### config.mk
export PLATFORM = sky130hd
export DESIGN_NAME = video_pixel_input_port
export DESIGN_NICKNAME = d
export VERILOG_FILES = /design/src/pixel_port_pkg.sv /design/src/video_pixel_input_port.sv /design/src/pixel_fifo.sv
export VERILOG_INCLUDE_DIRS = /design/src
export SDC_FILE = /design/constraint.sdc
export NUM_CORES = 1
export LEC_CHECK = 0
export BUFFER_PORTS_ARGS = -buffer_cell sky130_fd_sc_hd__buf_2
export CAP_MARGIN = 0
export CORE_ASPECT_RATIO = 0.6
export CORE_MARGIN = 4
export CORE_UTILIZATION = 40
export CTS_CLUSTER_SIZE = 10
export DETAILED_ROUTE_END_ITERATION = 10
export GPL_TIMING_DRIVEN = 1
export PLACE_DENSITY = 0.63
export SLEW_MARGIN = 40
export SYNTH_ARGS = -nofsm -noshare
export SYNTH_HDL_FRONTEND = slang
export SYNTH_SLANG_ARGS = --single-unit
### constraint.sdc
create_clock -name clock -period 4.6 [get_ports clock]
set_clock_uncertainty 0.2 [all_clocks]
set_input_delay 1.15 -clock clock [delete_from_list [all_inputs] [get_ports clock]]
set_output_delay 1.15 -clock clock [all_outputs]
set_load 0.01 [all_outputs]
### src/pixel_port_cfg.svh
// What this block does
// Three-bit input mode picks SD, ED/HD DDR or ED doubled-rate capture.
// Input mode resets to standard definition until software changes it.
// Narrow SD: interleaved 8-bit YCrCb, bit 0 LSB, 27 MHz clock.
// SD and DDR modes take timing from external syncs or embedded codes.
// DDR mode: luma on one clock edge, chroma on the other, same lines; code takes both from the selected edge on alternate clocks.
// Two-bit edge field picks the clock edge that carries luma in DDR.
// Doubled-rate ED: 54 MHz, embedded codes only, external syncs ignored.
// Wide SD: source drives a 27 MHz clock for every format.
// Width 00, no RGB: 8-bit YCrCb on the upper eight lines.
// Width 10: 10-bit YCrCb on upper ten lines, line 6 LSB.
// Width 01: luma upper byte, chroma lower byte, words every second clock.
// RGB on: red 4..0, green 10..5, blue 15..11, half clock rate.
// Wide SD 16-bit formats need external syncs; embedded codes not honoured.
// Smallest package variant supports only standard definition mode.
// Width code 11 is reserved; no capture is defined for it.
// Single-edge modes register data and syncs on one clock edge.
`ifndef PIXEL_PORT_CFG_SVH
`define PIXEL_PORT_CFG_SVH
`define MODE_SD 3'h0
`define MODE_DDR 3'h2
`define MODE_ED54 3'h7
`define MODE_RESET 3'h0
`define WIDTH_8 2'h0
`define WIDTH_16 2'h1
`define WIDTH_10 2'h2
`define WIDTH_RSVD 2'h3
`define EDGE_LUMA_FALL 2'h3
`define EAV_BIT 4
`define FIFO_DEPTH 8
`endif

### src/pixel_port_pkg.sv
package pixel_port_pkg;
	typedef struct packed {
		logic [9:0] luma;
		logic [9:0] chroma;
		logic [4:0] red;
		logic [5:0] green;
		logic [4:0] blue;
		logic isRgb;
		logic hsync;
		logic vsync;
		logic timingEmbedded;
		logic codeSeen;
	} pixel_word_t;
	typedef enum logic [3:0] {
		ST_IDLE = 4'h1,
		ST_FIRST = 4'h2,
		ST_SECOND = 4'h4,
		ST_HOLD = 4'h8
	} cap_state_t;
	typedef struct packed {
		cap_state_t state;
		logic [9:0] firstByte;
		logic [2:0] codeRun;
		logic pushValid;
		pixel_word_t word;
	} cap_regs_t;
endpackage

### src/video_pixel_input_port.sv
`timescale 1ns/10ps
`include "pixel_port_cfg.svh"
module video_pixel_input_port
	import pixel_port_pkg::*;
#(
	parameter bit NARROW_BUS = 1'b0,
	parameter bit SD_ONLY_PACKAGE = 1'b0
) (
	input wire logic clock,
	input wire logic reset_n,
	input wire logic [15:0] pixelBus,
	input wire logic hsync_n,
	input wire logic vsync_n,
	input wire logic [2:0] inputModeWrite,
	input wire logic inputModeLoad,
	input wire logic [1:0] ddrEdgeSelect,
	input wire logic [1:0] sdBusWidthSelect,
	input wire logic rgbCaptureSelect,
	input wire logic embeddedTimingSelect,
	output logic [2:0] inputMode,
	output logic formatReserved,
	output logic overflow,
	output logic pixelValid,
	input wire logic pixelReady,
	output pixel_word_t pixelWord
);
	cap_regs_t r_reg;
	cap_regs_t r_next;
	logic [2:0] mode_reg;
	logic [2:0] mode_next;
	logic overflow_reg;
	logic fifoReady;
	logic [15:0] fallBus_reg;
	logic fallHs_reg;
	logic fallVs_reg;
	logic [15:0] busNow;
	logic hsNow;
	logic vsNow;
	logic ddrMode;
	logic ed54Mode;
	logic modeLegal;
	logic lumaOnFall;
	logic wideFmt;
	logic useEmbedded;
	logic [9:0] laneValue;
	logic codeByte;

	// Input mode reset to SD, reloaded by software
	// power-up default
	always_comb begin
		modeLegal = (inputModeWrite == `MODE_SD) || (inputModeWrite == `MODE_DDR)
			|| (inputModeWrite == `MODE_ED54);
		mode_next = mode_reg;
		// SD-only package
		if (inputModeLoad && modeLegal && !(SD_ONLY_PACKAGE && inputModeWrite != `MODE_SD)) begin
			mode_next = inputModeWrite;
		end
	end

	// Falling-edge capture used only by DDR mode
	always_ff @(negedge clock or negedge reset_n) begin
		if (!reset_n) begin
			fallBus_reg <= 16'h0000;
			fallHs_reg <= 1'b1;
			fallVs_reg <= 1'b1;
		end else begin
			fallBus_reg <= pixelBus;
			fallHs_reg <= hsync_n;
			fallVs_reg <= vsync_n;
		end
	end

	always_comb begin
		// mode decode
		ddrMode = (mode_reg == `MODE_DDR);
		ed54Mode = (mode_reg == `MODE_ED54);
		// luma edge select
		lumaOnFall = (ddrEdgeSelect == `EDGE_LUMA_FALL);
		wideFmt = !NARROW_BUS && (mode_reg == `MODE_SD)
			&& (rgbCaptureSelect || sdBusWidthSelect == `WIDTH_16);
		// timing source
		useEmbedded = ed54Mode || (embeddedTimingSelect && !wideFmt);
		// single-edge capture on rising edge
		busNow = pixelBus;
		hsNow = hsync_n;
		vsNow = vsync_n;
		// luma and chroma phases both taken from the falling edge when luma is on fall
		if (ddrMode && lumaOnFall) begin
			busNow = fallBus_reg;
			hsNow = fallHs_reg;
			vsNow = fallVs_reg;
		end
		laneValue = 10'h000;
		// narrow bus on lines 7..0
		if (NARROW_BUS) begin
			laneValue = {busNow[7:0], 2'h0};
		// ten-bit lane, line 6 LSB
		end else if ((mode_reg == `MODE_SD && sdBusWidthSelect == `WIDTH_10) || !(mode_reg == `MODE_SD)) begin
			laneValue = busNow[15:6];
		// eight-bit upper lines
		end else begin
			laneValue = {busNow[15:8], 2'h0};
		end
		codeByte = (laneValue[9:2] == 8'hff) || (laneValue[9:2] == 8'h00);
	end

	always_comb begin
		r_next = r_reg;
		r_next.pushValid = 1'b0;
		// reserved width captures nothing
		if (mode_reg == `MODE_SD && sdBusWidthSelect == `WIDTH_RSVD && !NARROW_BUS && !rgbCaptureSelect) begin
			r_next.state = ST_IDLE;
		end else if (!fifoReady) begin
			r_next.state = r_reg.state;
		end else begin
			case (r_reg.state)
				ST_IDLE: begin
					r_next.state = wideFmt ? ST_HOLD : ST_FIRST;
				end
				ST_FIRST: begin
					r_next.firstByte = laneValue;
					r_next.state = ST_SECOND;
				end
				ST_SECOND: begin
					r_next.word = '0;
					r_next.word.luma = r_reg.firstByte;
					r_next.word.chroma = laneValue;
					r_next.word.hsync = useEmbedded ? 1'b1 : hsNow;
					r_next.word.vsync = useEmbedded ? 1'b1 : vsNow;
					r_next.word.timingEmbedded = useEmbedded;
					r_next.word.codeSeen = useEmbedded && (r_reg.codeRun == 3'h3);
					r_next.pushValid = 1'b1;
					r_next.state = wideFmt ? ST_HOLD : ST_FIRST;
				end
				ST_HOLD: begin
					// wide words every second clock
					r_next.word = '0;
					r_next.word.isRgb = rgbCaptureSelect;
					if (rgbCaptureSelect) begin
						r_next.word.red = busNow[4:0];
						r_next.word.green = busNow[10:5];
						r_next.word.blue = busNow[15:11];
					end else begin
						r_next.word.luma = {busNow[15:8], 2'h0};
						r_next.word.chroma = {busNow[7:0], 2'h0};
					end
					r_next.word.hsync = hsNow;
					r_next.word.vsync = vsNow;
					r_next.pushValid = 1'b1;
					r_next.state = ST_SECOND;
				end
				default: begin
					r_next.state = ST_IDLE;
				end
			endcase
			if (r_reg.state == ST_SECOND && wideFmt) begin
				r_next.pushValid = 1'b0;
			end
		end
		// Embedded code detection
		if (codeByte && r_reg.codeRun != 3'h7) begin
			r_next.codeRun = r_reg.codeRun + 3'h1;
		end else if (!codeByte) begin
			r_next.codeRun = 3'h0;
		end
	end

	always_ff @(posedge clock or negedge reset_n) begin
		if (!reset_n) begin
			r_reg <= '{state: ST_IDLE, firstByte: 10'h000, codeRun: 3'h0, pushValid: 1'b0,
				word: '0};
			mode_reg <= `MODE_RESET;
			overflow_reg <= 1'b0;
		end else begin
			r_reg <= r_next;
			mode_reg <= mode_next;
			overflow_reg <= r_reg.pushValid && !fifoReady;
		end
	end

	pixel_fifo #(
		.WIDTH($bits(pixel_word_t)),
		.DEPTH(`FIFO_DEPTH)
	) u_fifo (
		.clock(clock),
		.reset_n(reset_n),
		.inValid(r_reg.pushValid),
		.inReady(fifoReady),
		.inData(r_reg.word),
		.outValid(pixelValid),
		.outReady(pixelReady),
		.outData(pixelWord)
	);

	assign inputMode = mode_reg;
	assign formatReserved = (sdBusWidthSelect == `WIDTH_RSVD);
	assign overflow = overflow_reg;
endmodule

### src/pixel_fifo.sv
`timescale 1ns/10ps
module pixel_fifo #(
	parameter int WIDTH = 8,
	parameter int DEPTH = 8
) (
	input wire logic clock,
	input wire logic reset_n,
	input wire logic inValid,
	output logic inReady,
	input wire logic [WIDTH-1:0] inData,
	output logic outValid,
	input wire logic outReady,
	output logic [WIDTH-1:0] outData
);
	localparam int AW = $clog2(DEPTH);
	logic [WIDTH-1:0] mem_reg [DEPTH];
	logic [AW-1:0] wrPtr_reg;
	logic [AW-1:0] rdPtr_reg;
	logic [AW:0] count_reg;
	logic doPush;
	logic doPop;
	assign inReady = (count_reg != (AW+1)'(DEPTH));
	assign outValid = (count_reg != '0);
	assign doPush = inValid && inReady;
	assign doPop = outValid && outReady;
	assign outData = mem_reg[rdPtr_reg];
	always_ff @(posedge clock or negedge reset_n) begin
		if (!reset_n) begin
			wrPtr_reg <= '0;
			rdPtr_reg <= '0;
			count_reg <= '0;
		end else begin
			if (doPush) begin
				wrPtr_reg <= (wrPtr_reg == AW'(DEPTH-1)) ? '0 : wrPtr_reg + 1'b1;
			end
			if (doPop) begin
				rdPtr_reg <= (rdPtr_reg == AW'(DEPTH-1)) ? '0 : rdPtr_reg + 1'b1;
			end
			if (doPush && !doPop) begin
				count_reg <= count_reg + 1'b1;
			end else if (doPop && !doPush) begin
				count_reg <= count_reg - 1'b1;
			end
		end
	end
	always_ff @(posedge clock or negedge reset_n) begin
		if (!reset_n) begin
			for (int i = 0; i < DEPTH; i++) begin
				mem_reg[i] <= '0;
			end
		end else if (doPush) begin
			mem_reg[wrPtr_reg] <= inData;
		end
	end
endmodule

# == Word-level counts from Yosys, hierarchy flattened ==
# Index checks and enable logic that the tools add are counted.
# totals
ff_bits,419
in_bits,31
output_inout_bits,47
wordCells,127
# op_classes
n_addsub,5
magnitude_cmp,3
n_eq_ne,19
mux,28
bitwise_logic,3
reduce_logical,39
# ops
op,n
bitwise mux 328 bit,1
binary-select mux 41 bit (select 3 bit),1
demux 41 bit (select 3 bit),1
two-way mux 41 bit,3
two-way mux 42 bit,2
one-hot mux 42 bit (2 select lines),1
two-way mux 16 bit,2
two-way mux 20 bit,1
two-way mux 4 bit,5
logical AND 1 bit,16
"== test 3 bit, second input constant",4
two-way mux 3 bit,4
"adder 3 x 1 -> 3 bit, second input constant",3
"== test 3 x 2 -> 1 bit, second input constant",3
"== test 8 bit, second input constant",1
">= comparator 4 bit, second input constant",2
zero test 8 bit,1
inverter 3 -> 4 bit,2
one-hot mux 4 bit (2 select lines),1
"== test 2 bit, second input constant",3
zero test 1 bit,6
zero test 3 bit,2
logical OR 1 bit,6
AND reduction 3 bit,2
other kinds (17),24

# == Longest topological paths before layout ==
# depth
word_depth,11
mapped_depth,11
mapped_depth_nobuf,10

# == By module ==
# A second synthesis with hierarchy kept.
# hier_totals
hier_cells,1196
area_unflattened_um2,18758.0
# modules_own_cells
mod,instances,cells_per_inst,area_per_inst_um2,seq_area_each_um2
pixel_fifo,1,902,15349.7,8458.1
video_pixel_input_port,1,294,3408.3,2030.7

==> summary by stage <==
Synthesis
Sequential elements use 55.6% of the synthesized area. Synthesis produced a netlist whose cell count is around 1200. The most used flip-flop cell after synthesis is dfrtp_1. The post-synthesis cell type count is 67.

The number of warning messages in the yosys log is 0. The number of synthesized register bits is between 400 and 500. Each instance of the synthesized netlist takes up on average between 15 and 20 µm². The synthesized net count is roughly 1200. The synthesized design contains 0 enable-type register cells. The mapped cell area is about 19000 µm².

The share of flip-flops with an asynchronous set or reset after synthesis is between 90% and 100%.

Cells and area
Cells with a size suffix above 1 make up between 40% and 50% of the layout. The area growth from synthesis to layout is 12.1%. The number of nets in the final layout is about 1300. The number of inserted diodes is 0. The register with the most flip-flops in the layout has ~330 of them. The number of fillers in the final layout is ~4100.

Clocking
The later pin in the worst-skew pair is clocked with a latency of 590 ps. Clock-pin slew was measured on the worst setup and hold paths at roughly 60 ps. The number of clock buffers added by TritonCTS is between 40 and 50. Once the clock tree was built, the resizer swapped 0 gates to a different size. The TritonCTS clock tree is built. The maximum root-to-sink buffer count is 3.

In this run the number of H-tree levels came out at 2. The sink count of the clock tree is about 420. The number of setup buffers added after CTS is 0.

The number of buffers inserted for hold repair after clock tree synthesis is 0. The root cell of the clock tree is clkbuf_16.

Die
The number of top-level pins is 78. The effective utilization at floorplan is roughly two fifths. The area of the placeable core is 46500 µm².

The placement row count is between 60 and 70. The die is 176 µm tall. The die is between 200 and 300 µm wide.

The die covers about 51000 µm².

Critical path
The start-to-end type of the worst setup path is flop to output port. The critical path goes through buf_12, mux4_2, mux2_2, buf_2. The highest cell delay on the worst timing path is 790 ps.

The slowest stage of the critical path is the dfrtp_4 cell. Among cell families on the critical path, the largest total delay comes from multiplexers. STA puts the critical path data required time at roughly 3300 ps. The combined buffer and inverter count along the critical path is 2. Along the worst path, the maximum fanout reaches 27. STA classifies the critical path startpoint as a flop. The sort of element at the end of the critical path is an output port. The worst register-to-register path has a setup slack of roughly 670 ps. At the worst endpoint, the arrival time is between 2000 and 3000 ps.

Power and ir drop
The reported leakage power is 0.0103 µW. The clock network accounts for 31.5% of the total power. For this design the total switching power over the nets is roughly 3400 µW. Of the total power, the share spent switching nets is 31.3%. Per report_power, the sequential group accounts for between 40% and 50% of the total. The logic gate share of total power is a little over a fifth. IR analysis of the VDD net gives a maximum drop of 0.000346 V. The internal power is roughly 7400 µW. The power density over the cells is 508 nW/µm².

STA
At the pin with the least slew margin, the transition time is 843 ps. The final worst hold slack is 281 ps. The post-route fraction of the period consumed by the critical path is roughly nine tenths. The count of pins over their slew limit is 0. The worst path setup slack after routing is about 540 ps.

Setup repair after global routing left no endpoint under its margin. The final-layout setup total negative slack is 0 ps. The final hold violation count was 0.

The worst pin sits at a relative slew slack of between 40% and 50%. Subtracting the final worst setup slack from the clock period gives ~4100 ps. Setup violations remaining at the end of the flow were counted as 0. Timing would allow up to 246 MHz.

Drt
For this run, design rule violations remaining after detail routing come to 0. Dividing the detail-routed via count by the number of cells gives 5.57. The via count is between 10000 and 15000. The pre-antenna-repair detailed-routing pass consisted of 5 iterations. For this block, the routed nets add up to approximately 45 mm of wire.

The count of nets left with antenna violations once routing finished came out at 0. The first routing iteration left slightly above 700 violations. After detailed routing, the average wire length per cell comes to 23.2 µm.

Global routing
Global routing used between 10% and 20% of the available tracks across all layers. The largest net degree at the start of global routing is 77. The first global-routing pass estimated 70.7 mm of wire.

The initial antenna violation count is 1. The via count of the first global-routing pass is 11484. The total congestion overflow is 0.

Place
The placed wire-length estimate is roughly 29 mm. Routability-driven placement finished with a final weighted congestion of 0.800. The count of port buffers added during placement is 77. At the placement stage, the worst setup path has a slack of around 630 ps.

Flow run
The tool flagged a number of max-cap violations equal to 0.

Run status
The run finished with clean final reports.

Worst hold path
In this run the worst hold path is classified as input pin to asynchronous set/reset pin.
## cell type report
type                       instances  area, µm²  area share, %
sequential                       419      10500           49.6
clock inverter                     4       32.5          0.154
timing repair buffer             104        697           3.29
multi-input combinational        688       7790           36.8
clock buffer                      78       1310           6.21
inverter                           9       38.8          0.183
tap                              630        788           3.72
## final timing paths
check,startpoint,cells past startpoint,to
max in group asynchronous,reset_n,1,fallHs_reg
worst min-delay path,reset_n,1,u_fifo.mem_reg[117]
worst max-delay path,u_fifo.rdPtr_reg[0],4,pixelWord[40]
min in group clock,u_fifo.mem_reg[43],1,u_fifo.mem_reg[43]
worst max register to register,fallBus_reg[11],4,r_reg[42]
worst min register to register,u_fifo.mem_reg[43],1,u_fifo.mem_reg[43]
## metal layers
metal,up-vias,share of wire [%],GRT usage (%)
met5,-,0,0
met4,0,1.9,4.20
met1,5789,49,27.6
met3,64,5.4,3.39
met2,255,44,27.0
li1,4660,-,-
## synthesized netlist by cell type (4+ instances only)
| library cell | count | area share (%) |
|---|---|---|
| dfrtp_1 | 400 | 53 |
| mux2_2 | 348 | 21 |
| mux4_2 | 82 | 9.8 |
| o21ai_0 | 35 | 0.93 |
| nand2_1 | 34 | 0.68 |
| buf_6 | 29 | 1.7 |
| mux2_1 | 24 | 1.4 |
| clkbuf_1 | 23 | 0.46 |
| o2bb2ai_1 | 19 | 0.88 |
| mux2i_1 | 18 | 0.95 |
| dfrtn_1 | 16 | 2.1 |
| buf_2 | 15 | 0.40 |
| nor2_1 | 12 | 0.24 |
| ha_1 | 10 | 0.66 |
| inv_1 | 9 | 0.18 |
| o221ai_1 | 9 | 0.42 |
| a21oi_1 | 7 | 0.19 |
| nor3_1 | 7 | 0.19 |
| nor4_1 | 7 | 0.23 |
| o211ai_1 | 7 | 0.28 |
| buf_1 | 5 | 0.099 |
| xnor2_1 | 5 | 0.23 |
| buf_8 | 4 | 0.32 |
| nand4_1 | 4 | 0.13 |
## per-stage QoR
stage	instances	util, %	total power, µW	area [µm²]
2_1_floorplan	1195	-	6510	18900
3_3_place_gp	1849	42.5	7350	19800
3_5_place_dp	1851	42.6	7440	19800
4_1_cts	1932	45.5	10900	21200
5_1_grt	1932	45.5	11300	21200
6_report	1932	45.5	10700	21200
## kinds of logic (layout without fill, tap and decap cells)
kind of cell	count (synthesis)	after routing	share of synthesized area, %
compound gates	101	101	3.72
xor+xnor	7	7	0.325
simple gates	97	97	3.40
fa+ha+maj	11	11	0.769
mux	472	472	32.9
buf+inv	88	195	3.31
flops	419	419	55.6
## cell usage in the layout (no fill, tap or decap), drive strengths merged, types with 7 or more instances in the layout
cell type,count
o2bb2ai,19
nor3,8
dfrtn,16
o221ai,9
ha,10
nor4,7
mux2,372
a21oi,7
o21ai,35
inv,12
buf,104
nor2,12
clkbuf,78
mux4,82
nand2,36
dfrtp,400
mux2i,18
o211ai,7
## power by group through the flow
stage / sequential [µW] / combinational (µW) / clock (µW)
after floorplan: 4600 / 1910 / 4.08
after global placement: 5080 / 2260 / 4.08
after detailed placement: 5120 / 2320 / 4.08
after CTS: 5060 / 2330 / 3470
after global routing: 5160 / 2510 / 3640
final: 5070 / 2290 / 3390
No activity file was read; power rests on OpenSTA's default activity.
